## src/design/ndid_defs.svh

```systemverilog
`ifndef NDID_DEFS_SVH
`define NDID_DEFS_SVH
// ----------------------------------------
// register offsets
// ----------------------------------------
`define NDID_OFS_ISTAT 8'h00
`define NDID_OFS_IMASK 8'h04
`define NDID_OFS_NODE 8'he8
`define NDID_OFS_PHY 8'hec
// ----------------------------------------
// node identity fields
// ----------------------------------------
`define NDID_B_VALID 31
`define NDID_B_ROOT 30
`define NDID_B_CPS 27
`define NDID_SEG_HI 15
`define NDID_SEG_LO 6
`define NDID_IDX_HI 5
`define NDID_SEG_RST 10'h3ff
`define NDID_IDX_RST 6'h00
`define NDID_IDX_MAX 6'h3f
// ----------------------------------------
// phy register access fields
// ----------------------------------------
`define NDID_B_DONE 31
`define NDID_RA_HI 27
`define NDID_RA_LO 24
`define NDID_RV_HI 23
`define NDID_RV_LO 16
`define NDID_B_RDREQ 15
`define NDID_B_WRREQ 14
`define NDID_TA_HI 11
`define NDID_TA_LO 8
`define NDID_WV_HI 7
`define NDID_PHY_RST 32'h0000_0000
// ----------------------------------------
// interrupt events
// ----------------------------------------
`define NDID_EV_BRST 0
`define NDID_EV_NODE 1
`define NDID_EV_DONE 2
`define NDID_EV_W 3
`endif

```

## src/design/ndid_pkg.sv

```systemverilog
package ndid_pkg;
  typedef enum logic [0:0]
  {
    NDID_ST_IDLE = 1'b0,
    NDID_ST_SEND = 1'b1
  } ndid_req_st_t;
endpackage

```

## src/design/ndid_regs.sv

```systemverilog
`timescale 1ns/1ns
`include "ndid_defs.svh"
module ndid_regs
(
  input wire logic i_core_clk,
  input wire logic i_rst,
  input wire logic [7:0] i_addr,
  input wire logic [31:0] i_wdata,
  input wire logic i_wr,
  input wire logic i_rd,
  output logic [31:0] o_rdata,
  input wire logic i_bus_reset,
  input wire logic i_selfid_done,
  input wire logic [5:0] i_phy_node_index,
  input wire logic i_phy_is_root,
  input wire logic i_cable_power_ok,
  input wire logic i_phy_reg_rx,
  input wire logic [3:0] i_phy_reg_rx_index,
  input wire logic [7:0] i_phy_reg_rx_value,
  output logic o_phy_req_valid,
  output logic o_phy_req_is_write,
  output logic [3:0] o_phy_req_index,
  output logic [7:0] o_phy_req_value,
  input wire logic i_phy_req_accept,
  output logic [15:0] o_node_id,
  output logic o_node_id_valid,
  output logic o_node_index_max,
  output logic o_irq
);

  // ----------------------------------------
  // state
  // ----------------------------------------
  logic valid_q;
  logic root_q;
  logic cps_q;
  logic [9:0] seg_q;
  logic [5:0] idx_q;
  logic idx_max_q;
  logic done_q;
  logic done_d;
  logic [3:0] ra_q;
  logic [7:0] rv_q;
  logic rdreq_q;
  logic rdreq_d;
  logic wrreq_q;
  logic wrreq_d;
  logic [3:0] ta_q;
  logic [7:0] wv_q;
  logic [`NDID_EV_W-1:0] stat_q;
  logic [`NDID_EV_W-1:0] mask_q;
  logic [31:0] rdata_q;
  logic irq_q;
  logic req_valid_q;
  logic req_write_q;
  logic [3:0] req_index_q;
  logic [7:0] req_value_q;
  ndid_pkg::ndid_req_st_t st_q;

  // ----------------------------------------
  // decode
  // ----------------------------------------
  wire wr_node = i_wr && (i_addr == `NDID_OFS_NODE);
  wire wr_phy = i_wr && (i_addr == `NDID_OFS_PHY);
  wire wr_istat = i_wr && (i_addr == `NDID_OFS_ISTAT);
  wire wr_imask = i_wr && (i_addr == `NDID_OFS_IMASK);
  wire sw_req = wr_phy && (i_wdata[`NDID_B_RDREQ] || i_wdata[`NDID_B_WRREQ]);
  wire idle_req = (st_q == ndid_pkg::NDID_ST_IDLE) && (rdreq_q || wrreq_q);
  wire sent = (st_q == ndid_pkg::NDID_ST_SEND) && i_phy_req_accept;
  wire [`NDID_EV_W-1:0] ev = {i_phy_reg_rx, i_selfid_done, i_bus_reset};

  // reserved bits held at zero in all four read views
  wire [31:0] node_view = {valid_q, root_q, 2'b00, cps_q, 11'h000, seg_q, idx_q};
  wire [31:0] phy_view = {done_q, 3'b000, ra_q, rv_q, rdreq_q, wrreq_q, 2'b00, ta_q, wv_q};
  wire [31:0] stat_view = {{(32-`NDID_EV_W){1'b0}}, stat_q};
  wire [31:0] mask_view = {{(32-`NDID_EV_W){1'b0}}, mask_q};
  wire [31:0] rdata_d = !i_rd ? 32'h0000_0000 :
                        (i_addr == `NDID_OFS_NODE) ? node_view :
                        (i_addr == `NDID_OFS_PHY) ? phy_view :
                        (i_addr == `NDID_OFS_ISTAT) ? stat_view :
                        (i_addr == `NDID_OFS_IMASK) ? mask_view :
                        32'h0000_0000;

  // ----------------------------------------
  // node identity
  // ----------------------------------------
  always_ff @(posedge i_core_clk or posedge i_rst)
  begin
    if (i_rst)
    begin
      valid_q <= 1'b0;
      root_q <= 1'b0;
      idx_q <= `NDID_IDX_RST;
      idx_max_q <= 1'b0;
    end
    else if (i_selfid_done)
    begin
      valid_q <= 1'b1;
      root_q <= i_phy_is_root;
      idx_q <= i_phy_node_index;
      idx_max_q <= (i_phy_node_index == `NDID_IDX_MAX);
    end
    else if (i_bus_reset)
    begin
      valid_q <= 1'b0;
      root_q <= 1'b0;
    end
  end

  always_ff @(posedge i_core_clk or posedge i_rst)
  begin
    if (i_rst)
    begin
      cps_q <= 1'b0;
      seg_q <= `NDID_SEG_RST;
    end
    else
    begin
      cps_q <= i_cable_power_ok;
      if (wr_node)
      begin
        seg_q <= i_wdata[`NDID_SEG_HI:`NDID_SEG_LO];
      end
    end
  end

  // ----------------------------------------
  // phy register access
  // ----------------------------------------
  // arrival wins over a software clear in the same cycle
  always_comb
  begin
    done_d = done_q;
    if (sw_req)
    begin
      done_d = 1'b0;
    end
    if (i_phy_reg_rx)
    begin
      done_d = 1'b1;
    end
  end

  // a software write in the cycle of acceptance keeps the new request
  always_comb
  begin
    rdreq_d = rdreq_q;
    wrreq_d = wrreq_q;
    if (sent)
    begin
      rdreq_d = 1'b0;
      wrreq_d = 1'b0;
    end
    if (wr_phy)
    begin
      rdreq_d = i_wdata[`NDID_B_RDREQ];
      wrreq_d = i_wdata[`NDID_B_WRREQ];
    end
  end

  always_ff @(posedge i_core_clk or posedge i_rst)
  begin
    if (i_rst)
    begin
      done_q <= 1'b0;
      ra_q <= 4'h0;
      rv_q <= 8'h00;
      rdreq_q <= 1'b0;
      wrreq_q <= 1'b0;
      ta_q <= 4'h0;
      wv_q <= 8'h00;
    end
    else
    begin
      done_q <= done_d;
      rdreq_q <= rdreq_d;
      wrreq_q <= wrreq_d;
      if (i_phy_reg_rx)
      begin
        ra_q <= i_phy_reg_rx_index;
        rv_q <= i_phy_reg_rx_value;
      end
      if (wr_phy)
      begin
        ta_q <= i_wdata[`NDID_TA_HI:`NDID_TA_LO];
        wv_q <= i_wdata[`NDID_WV_HI:0];
      end
    end
  end

  // ----------------------------------------
  // request sequencer
  // ----------------------------------------
  always_ff @(posedge i_core_clk or posedge i_rst)
  begin
    if (i_rst)
    begin
      st_q <= ndid_pkg::NDID_ST_IDLE;
      req_valid_q <= 1'b0;
      req_write_q <= 1'b0;
      req_index_q <= 4'h0;
      req_value_q <= 8'h00;
    end
    else
    begin
      case (st_q)
        ndid_pkg::NDID_ST_IDLE:
        begin
          if (idle_req)
          begin
            st_q <= ndid_pkg::NDID_ST_SEND;
            req_valid_q <= 1'b1;
            req_write_q <= !rdreq_q;
            req_index_q <= ta_q;
            req_value_q <= rdreq_q ? 8'h00 : wv_q;
          end
        end
        ndid_pkg::NDID_ST_SEND:
        begin
          if (i_phy_req_accept)
          begin
            st_q <= ndid_pkg::NDID_ST_IDLE;
            req_valid_q <= 1'b0;
          end
        end
        default:
        begin
          st_q <= ndid_pkg::NDID_ST_IDLE;
          req_valid_q <= 1'b0;
        end
      endcase
    end
  end

  // ----------------------------------------
  // interrupt status and mask
  // ----------------------------------------
  genvar gi;
  generate
    for (gi = 0; gi < `NDID_EV_W; gi = gi + 1)
    begin : g_ev
      always_ff @(posedge i_core_clk or posedge i_rst)
      begin
        if (i_rst)
        begin
          stat_q[gi] <= 1'b0;
          mask_q[gi] <= 1'b0;
        end
        else
        begin
          stat_q[gi] <= ev[gi] || (stat_q[gi] && !(wr_istat && i_wdata[gi]));
          if (wr_imask)
          begin
            mask_q[gi] <= i_wdata[gi];
          end
        end
      end
    end
  endgenerate

  // ----------------------------------------
  // read data and interrupt line
  // ----------------------------------------
  always_ff @(posedge i_core_clk or posedge i_rst)
  begin
    if (i_rst)
    begin
      rdata_q <= 32'h0000_0000;
      irq_q <= 1'b0;
    end
    else
    begin
      rdata_q <= rdata_d;
      irq_q <= |(stat_q & mask_q);
    end
  end

  assign o_rdata = rdata_q;
  assign o_irq = irq_q;
  assign o_phy_req_valid = req_valid_q;
  assign o_phy_req_is_write = req_write_q;
  assign o_phy_req_index = req_index_q;
  assign o_phy_req_value = req_value_q;
  assign o_node_id = {seg_q, idx_q};
  assign o_node_id_valid = valid_q;
  assign o_node_index_max = idx_max_q;
endmodule

```

## config.mk

```make
export PLATFORM = sky130hd
export DESIGN_NAME = ndid_regs
export DESIGN_NICKNAME = d
export VERILOG_FILES = /design/src/design/ndid_pkg.sv /design/src/design/ndid_regs.sv
export VERILOG_INCLUDE_DIRS = /design/src /design/src/design
export SDC_FILE = /design/constraint.sdc
export NUM_CORES = 1
export LEC_CHECK = 0
export ABC_AREA = 1
export BUFFER_PORTS_ARGS = -buffer_cell sky130_fd_sc_hd__buf_4
export CAP_MARGIN = 20
export CELL_PAD_IN_SITES_DETAIL_PLACEMENT = 1
export CELL_PAD_IN_SITES_GLOBAL_PLACEMENT = 2
export CORE_MARGIN = 3
export CORE_UTILIZATION = 29
export DETAILED_ROUTE_END_ITERATION = 10
export PLACE_DENSITY = 0.8
export SYNTH_ARGS = -nofsm -noshare
export SYNTH_HDL_FRONTEND = slang
export SYNTH_SLANG_ARGS = --single-unit
```

## constraint.sdc

```tcl
create_clock -name i_core_clk -period 3 [get_ports i_core_clk]
set_input_delay 0.15 -clock i_core_clk [delete_from_list [all_inputs] [get_ports i_core_clk]]
set_output_delay 0.15 -clock i_core_clk [all_outputs]
set_load 0.05 [all_outputs]
```

==> run_results.csv, run 1 <==
group,metric,value,unit
timing,worstMarginPinSlew,0.750,ns
timing,tns,0,ns
route,first_pass_iters,4,
hold_path,min_path_type,"input pin to register",
floorplanning,core,13400,um^2
place,place_area,5000,um^2
finish,drive_gt1_frac,0.288,
route,ant_nets,0,
timing,rsz0062_at_grt,"false",
floorplanning,initial_utilization,0.300,
clock_network,path_clk_slew,0.07,ns
worst_setup_path,critical_path_class,"register to register",
route,finalWirelength,10.6,mm
synthesis,syn-cell-area,4020,um^2
global_routing,overflow,0,
clock_network,cts_tree,"done",
clock_network,cts.sinks,99,
worst_setup_path,worstPathRequired,3.21,ns
power,p_leak,2.92,nW
finish,final_area,5390,um^2
worst_setup_path,cpPeakStageDelay,0.41,ns
timing,relSlewSlack,0.500,
worst_setup_path,crit_path_top_delay_cell,"dfrtp_1",
floorplanning,die_width,124,um
synthesis,yosys.area.top_type_share,0.555,
power,p_per_area,603,nW/um^2
floorplanning,die_y,124,um
global_routing,antenna_found_initial,0,
finish,nets,632,
worst_setup_path,cp_max_fo,14,
global_routing,grt_pass1_vias,3403,
clock_network,numCtsBuffers,9,
global_routing,grt_pass1_wl,17.4,mm
floorplanning,ios,133,
place,io_buffers,114,
clock_network,htree_levels,3,
worst_setup_path,crit_chain,"nor2_1 -> nor2_4 -> inv_2 -> or2_1 -> o21ai_1",
route,drc,0,
synthesis,yosysTopAreaCell,"dfrtp_1",
synthesis,seq_area_frac_synth,0.620,
timing,setup_viol,0,
synthesis,syn_inst,444,
worst_setup_path,crit_arrival,1.68,ns
timing,fin_worst_skew,0.00807,ns
synthesis,ys_types,26,
synthesis,avgSynthCellArea,9.05,um^2
power,ir_worst_vdd,0.000232,V
timing,fin_crit,1.47,ns
synthesis,yosysWarnings,0,
route,drt_iter0_markers,133,
timing,clock.fmax,679,MHz
global_routing,grt_usage,0.147,
power,total_power,3.25,mW
synthesis,synth_area_leaders,"dfrtp_1 55%, nand2_1 17%, dfstp_2 6.5%, inv_1 3.2%, o21ai_1 3.0%",
worst_setup_path,end_kind,"register",
clock_network,clockBufferDepth,2,
route,vias,3238,
place,post-dp-hpwl,7.97,mm
timing,fin_hold_ws,0.00928,ns
timing,period_share,0.491,
timing,final-max-slew-violation-count,0,
clock_network,cts_root_buf,"clkbuf_16",
finish,area_growth,34.2,%
clock_network,clock_latency,0.34,ns
flow_run,drv_cap,0,
place,globalplace.congestion,0.846,
floorplanning,rows,42,
worst_setup_path,cp-start-kind,"register",
finish,layout_common_cells,"182 x nand2_1, 114 x buf_4, 89 x dfrtp_1, 33 x inv_1, 28 x nor2_1",
finish,n_antenna_cell,0,
clock_network,cts_resized,0,
finish,n_fill_cell,1593,
route,post_drt_wl_per_cell,14.2,um
outcome,status,"finished clean",
floorplanning,die-area,15300,um^2
timing,hold_violations,0,
global_routing,grt_max_degree,62,
route,vias_per_cell,4.35,
finish,final_common_cell,"nand2_1",
synthesis,synth_seq_cells,99,
-- sequential cells by signal, indices dropped and copies added (netlist names), 4 cells and up --
| name | count |
|---|---|
| wv_q | 8 |
| o_rdata | 30 |
| o_phy_req_value | 8 |
| ta_q | 4 |
| o_phy_req_index | 4 |
| ra_q | 4 |
| idx_q | 6 |
| seg_q | 10 |
| rv_q | 8 |
-- per-layer routing --
metal | wire [um] | up-vias | part of all wire | global-route usage
li1 | - | 1596 | - | -
met1 | 4720 | 1532 | 0.45 | 0.194
met2 | 5140 | 91 | 0.49 | 0.238
met3 | 478 | 19 | 0.045 | 0.0241
met4 | 240 | 0 | 0.023 | 0.0671
met5 | 0 | - | 0 | 0
-- cell type report --
type / count / area [um^2] / area share
tap: 176 / 220 / 0.0408
timing repair buffer: 124 / 966 / 0.179
clock buffer: 12 / 246 / 0.0457
multi-input combinational: 291 / 1270 / 0.235
clock inverter: 4 / 51.3 / 0.00951
sequential: 99 / 2490 / 0.462
inverter: 39 / 149 / 0.0276
-- worst paths after layout --
kind | from | cells after the start | slack, ns | endpoint
hold / removal | i_bus_reset | 2 | 0.009 | root_q
min in group asynchronous | i_rst | 3 | 0.52 | o_phy_req_value[1]
setup / recovery | rdreq_q | 5 | 1.53 | o_phy_req_value[5]
max in group asynchronous | i_rst | 4 | 1.79 | mask_q[0]
hold reg to reg | cps_q | 2 | 0.47 | o_rdata[27]
setup reg to reg | rdreq_q | 5 | 1.53 | o_phy_req_value[5]
-- synth_stat cells (all sizes together) --
| cell | count |
|---|---|
| o31ai | 1 |
| nand4 | 1 |
| nand2 | 184 |
| dfrtp | 89 |
| nand3 | 12 |
| nor3 | 1 |
| o21ai | 39 |
| dfstp | 10 |
| clkbuf | 3 |
| clkinv | 1 |
| conb | 1 |
| inv | 38 |
| a21oi | 6 |
| nor2 | 44 |
| buf | 13 |
| or2 | 1 |
-- worst max-delay path: cells and delay by family, from the launching register on --
kind | cells | cell delay, ns
buffers and inverters | 1 | 0.19
flip-flops | 1 | 0.41
AO/OA/AOI/OAI | 1 | 0.11
AND/OR/NAND/NOR | 3 | 0.64
-- per-stage QoR --
stage / worst slack, ns / instances / utilization
2_1_floorplan: 0.276 / 445 / -
3_3_place_gp: 1.21 / 720 / 0.373
3_5_place_dp: 1.16 / 720 / 0.373
4_1_cts: 1.49 / 745 / 0.402
5_1_grt: 1.31 / 745 / 0.402
6_report: 1.53 / 745 / 0.402
-- power by group --
| part | internal (mW) | switching [mW] | leakage (nW) |
|---|---|---|---|
| registers | 1.44 | 0.0634 | 1.25 |
| logic | 0.193 | 0.410 | 1.53 |
| clock network | 0.670 | 0.477 | 0.143 |
| total | 2.30 | 0.950 | 2.92 |
-- cell families (layout without fill, tap and decap cells) --
logic type	count (synthesis)	count (layout)	share of synthesized area
flip-flops	99	99	0.620
buffers and inverters	55	179	0.0651
AO/OA/AOI/OAI	46	46	0.0579
other	1	2	0.000934
AND/OR/NAND/NOR	243	243	0.256
-- what timing repair did --
item / in CTS / in global routing
setup buffers: 0 / 0
hold buffers: 9 / 0
hold endpoints to repair: 58 / 0
(Power assumes the default switching activity.)
==> run 2, diff against run 1 <==
==> constraint.sdc (replaced) <==
create_clock -name i_core_clk -period 1.5 [get_ports i_core_clk]
set_input_delay 0.075 -clock i_core_clk [delete_from_list [all_inputs] [get_ports i_core_clk]]
set_output_delay 0.075 -clock i_core_clk [all_outputs]
set_load 0.05 [all_outputs]
==> run 2 against run 1 <==
Net effect: clock skew down 0.00087 ns; register-to-register slack worse by 1.3 ns; final area up 7.0%; sequential power up 100%; count of clock-buffer cells in the layout down 2; first-iteration DRC count unchanged; worst hold slack better by 0.0026 ns; critical path type unchanged; largest power group unchanged; die area unchanged.
==> run_results.csv, run 2 (synthesis results as in run 1) <==
group,metric,value,unit
worst_setup_path,crit_arrival,1.53,ns
route,finalWirelength,11.2,mm
timing,setup_viol,0,
route,vias_per_cell,4.33,
finish,layout_common_cells,"182 x nand2_1, 119 x buf_4, 89 x dfrtp_1, 40 x dlygate4sd3_1, 33 x inv_1",
global_routing,grt_pass1_wl,18.3,mm
finish,nets,668,
timing,fin_crit,1.30,ns
clock_network,numCtsBuffers,9,
route,drt_iter0_markers,133,
worst_setup_path,cpPeakStageDelay,0.42,ns
finish,area_growth,43.7,%
floorplanning,die_y,124,um
flow_run,drv_cap,0,
clock_network,cts_tree,"done",
global_routing,grt_usage,0.157,
finish,drive_gt1_frac,0.283,
place,io_buffers,114,
finish,n_fill_cell,1566,
global_routing,busiest_layer,"met2",
power,ir_worst_vdd,0.000430,V
finish,final_area,5770,um^2
clock_network,hold_buffers,40,
finish,n_antenna_cell,0,
power,p_per_area,1180,nW/um^2
finish,largest_reg_flops,30,
floorplanning,core,13400,um^2
timing,period_share,0.870,
place,place_area,5040,um^2
clock_network,cts_resized,0,
outcome,status,"finished clean",
timing,clock.fmax,767,MHz
clock_network,cts.sinks,99,
route,drc,0,
hold_path,min_path_type,"input pin to register",
finish,regArea,2490,um^2
timing,tns,0,ns
worst_setup_path,crit_chain,"nor2_1 -> nor2_4 -> inv_2 -> or2_1 -> o21ai_1",
global_routing,overflow,0,
timing,worstMarginPinSlew,0.544,ns
route,vias,3380,
global_routing,grt_pass1_vias,3624,
clock_network,cts_setup_buffers,0,
clock_network,cts_root_buf,"clkbuf_16",
clock_network,path_clk_slew,0.07,ns
finish,multiInputGateArea,1270,um^2
finish,final_common_cell,"nand2_1",
global_routing,antenna_found_initial,0,
floorplanning,ios,133,
route,first_pass_iters,4,
global_routing,globalRouteMet3Util,0.0286,
worst_setup_path,cp_max_fo,9,
timing,rsz0062_at_grt,"false",
worst_setup_path,cp-start-kind,"register",
floorplanning,die-area,15300,um^2
place,post-dp-hpwl,7.89,mm
timing,relSlewSlack,0.637,
timing,fin_worst_skew,0.00720,ns
floorplanning,initial_utilization,0.300,
floorplanning,die_width,124,um
worst_setup_path,end_kind,"register",
clock_network,clock_latency,0.35,ns
timing,hold_violations,0,
place,globalplace.congestion,0.773,
global_routing,use_met1,0.202,
route,ant_nets,0,
floorplanning,rows,42,
worst_setup_path,crit_path_top_delay_cell,"dfrtp_1",
route,post_drt_wl_per_cell,14.3,um
worst_setup_path,worstPathRequired,1.72,ns
worst_setup_path,critical_path_class,"register to register",
global_routing,grt_max_degree,100,
clock_network,htree_levels,3,
timing,final-max-slew-violation-count,0,
power,p_leak,3.08,nW
clock_network,clockBufferDepth,2,
global_routing,grt_util_met2,0.259,
run 2: cell types whose count changed in the layout (fill, tap and decap cells not counted):
cell           change
clkbuf_1           -2
inv_4              -1
dlygate4sd3_1     +31
bufinv_16          +1
buf_4              +5
clkinvlp_4         +2
run 2: path summary, 6_finish.rpt:
kind | startpoint | end | slack, ns | depth (start not counted)
worst max register to register | rdreq_q | o_phy_req_value[0] | 0.20 | 5
worst min-delay path | i_selfid_done | idx_q[4] | 0.01 | 3
worst max-delay path | rdreq_q | o_phy_req_value[0] | 0.20 | 5
worst min register to register | cps_q | o_rdata[27] | 0.45 | 2
min in group asynchronous | i_rst | o_phy_req_value[0] | 0.43 | 4
max in group asynchronous | i_rst | seg_q[2] | 0.64 | 4
run 2: stage by stage:
step / cells / utilization / setup slack (ns) / hold WS (ns) / total power, mW
after floorplan: 445 / - / 0.258 / 0.106 / 3.81
after global placement: 725 / 0.376 / 0.220 / 0.194 / 4.23
after detailed placement: 725 / 0.376 / 0.172 / 0.192 / 4.26
after CTS: 781 / 0.431 / 0.171 / 0.000238 / 6.90
after global routing: 781 / 0.431 / 0.0184 / 0.0318 / 7.14
final: 781 / 0.431 / 0.195 / 0.0119 / 6.81
run 2: where the power goes:
part | switching (mW) | internal, mW | leakage [nW]
clock network | 1.02 | 1.51 | 0.155
registers | 0.130 | 2.88 | 1.25
logic | 0.834 | 0.442 | 1.67
total | 1.99 | 4.82 | 3.08
run 2: final cells by class:
| class | count | share of cell area |
|---|---|---|
| Tap cell | 176 | 0.0382 |
| Clock inverter | 6 | 0.0154 |
| Sequential cell | 99 | 0.431 |
| Inverter | 39 | 0.0260 |
| Clock buffer | 10 | 0.0414 |
| Timing Repair Buffer | 160 | 0.228 |
| Multi-Input combinational cell | 291 | 0.220 |
run 2: worst max-delay path: cells and delay by family (launching register included):
kind	cells	cell delay, ns
compound gates	1	0.10
buf+inv	1	0.06
flops	1	0.42
simple gates	3	0.59
run 2: per-layer routing:
layer  part of all wire  wire length (um)  vias to the layer above
li1                   -                 -                     1666
met1               0.45              4990                     1617
met2               0.49              5430                       81
met3              0.045               497                       16
met4              0.021               236                        0
met5                  0                 0                        -
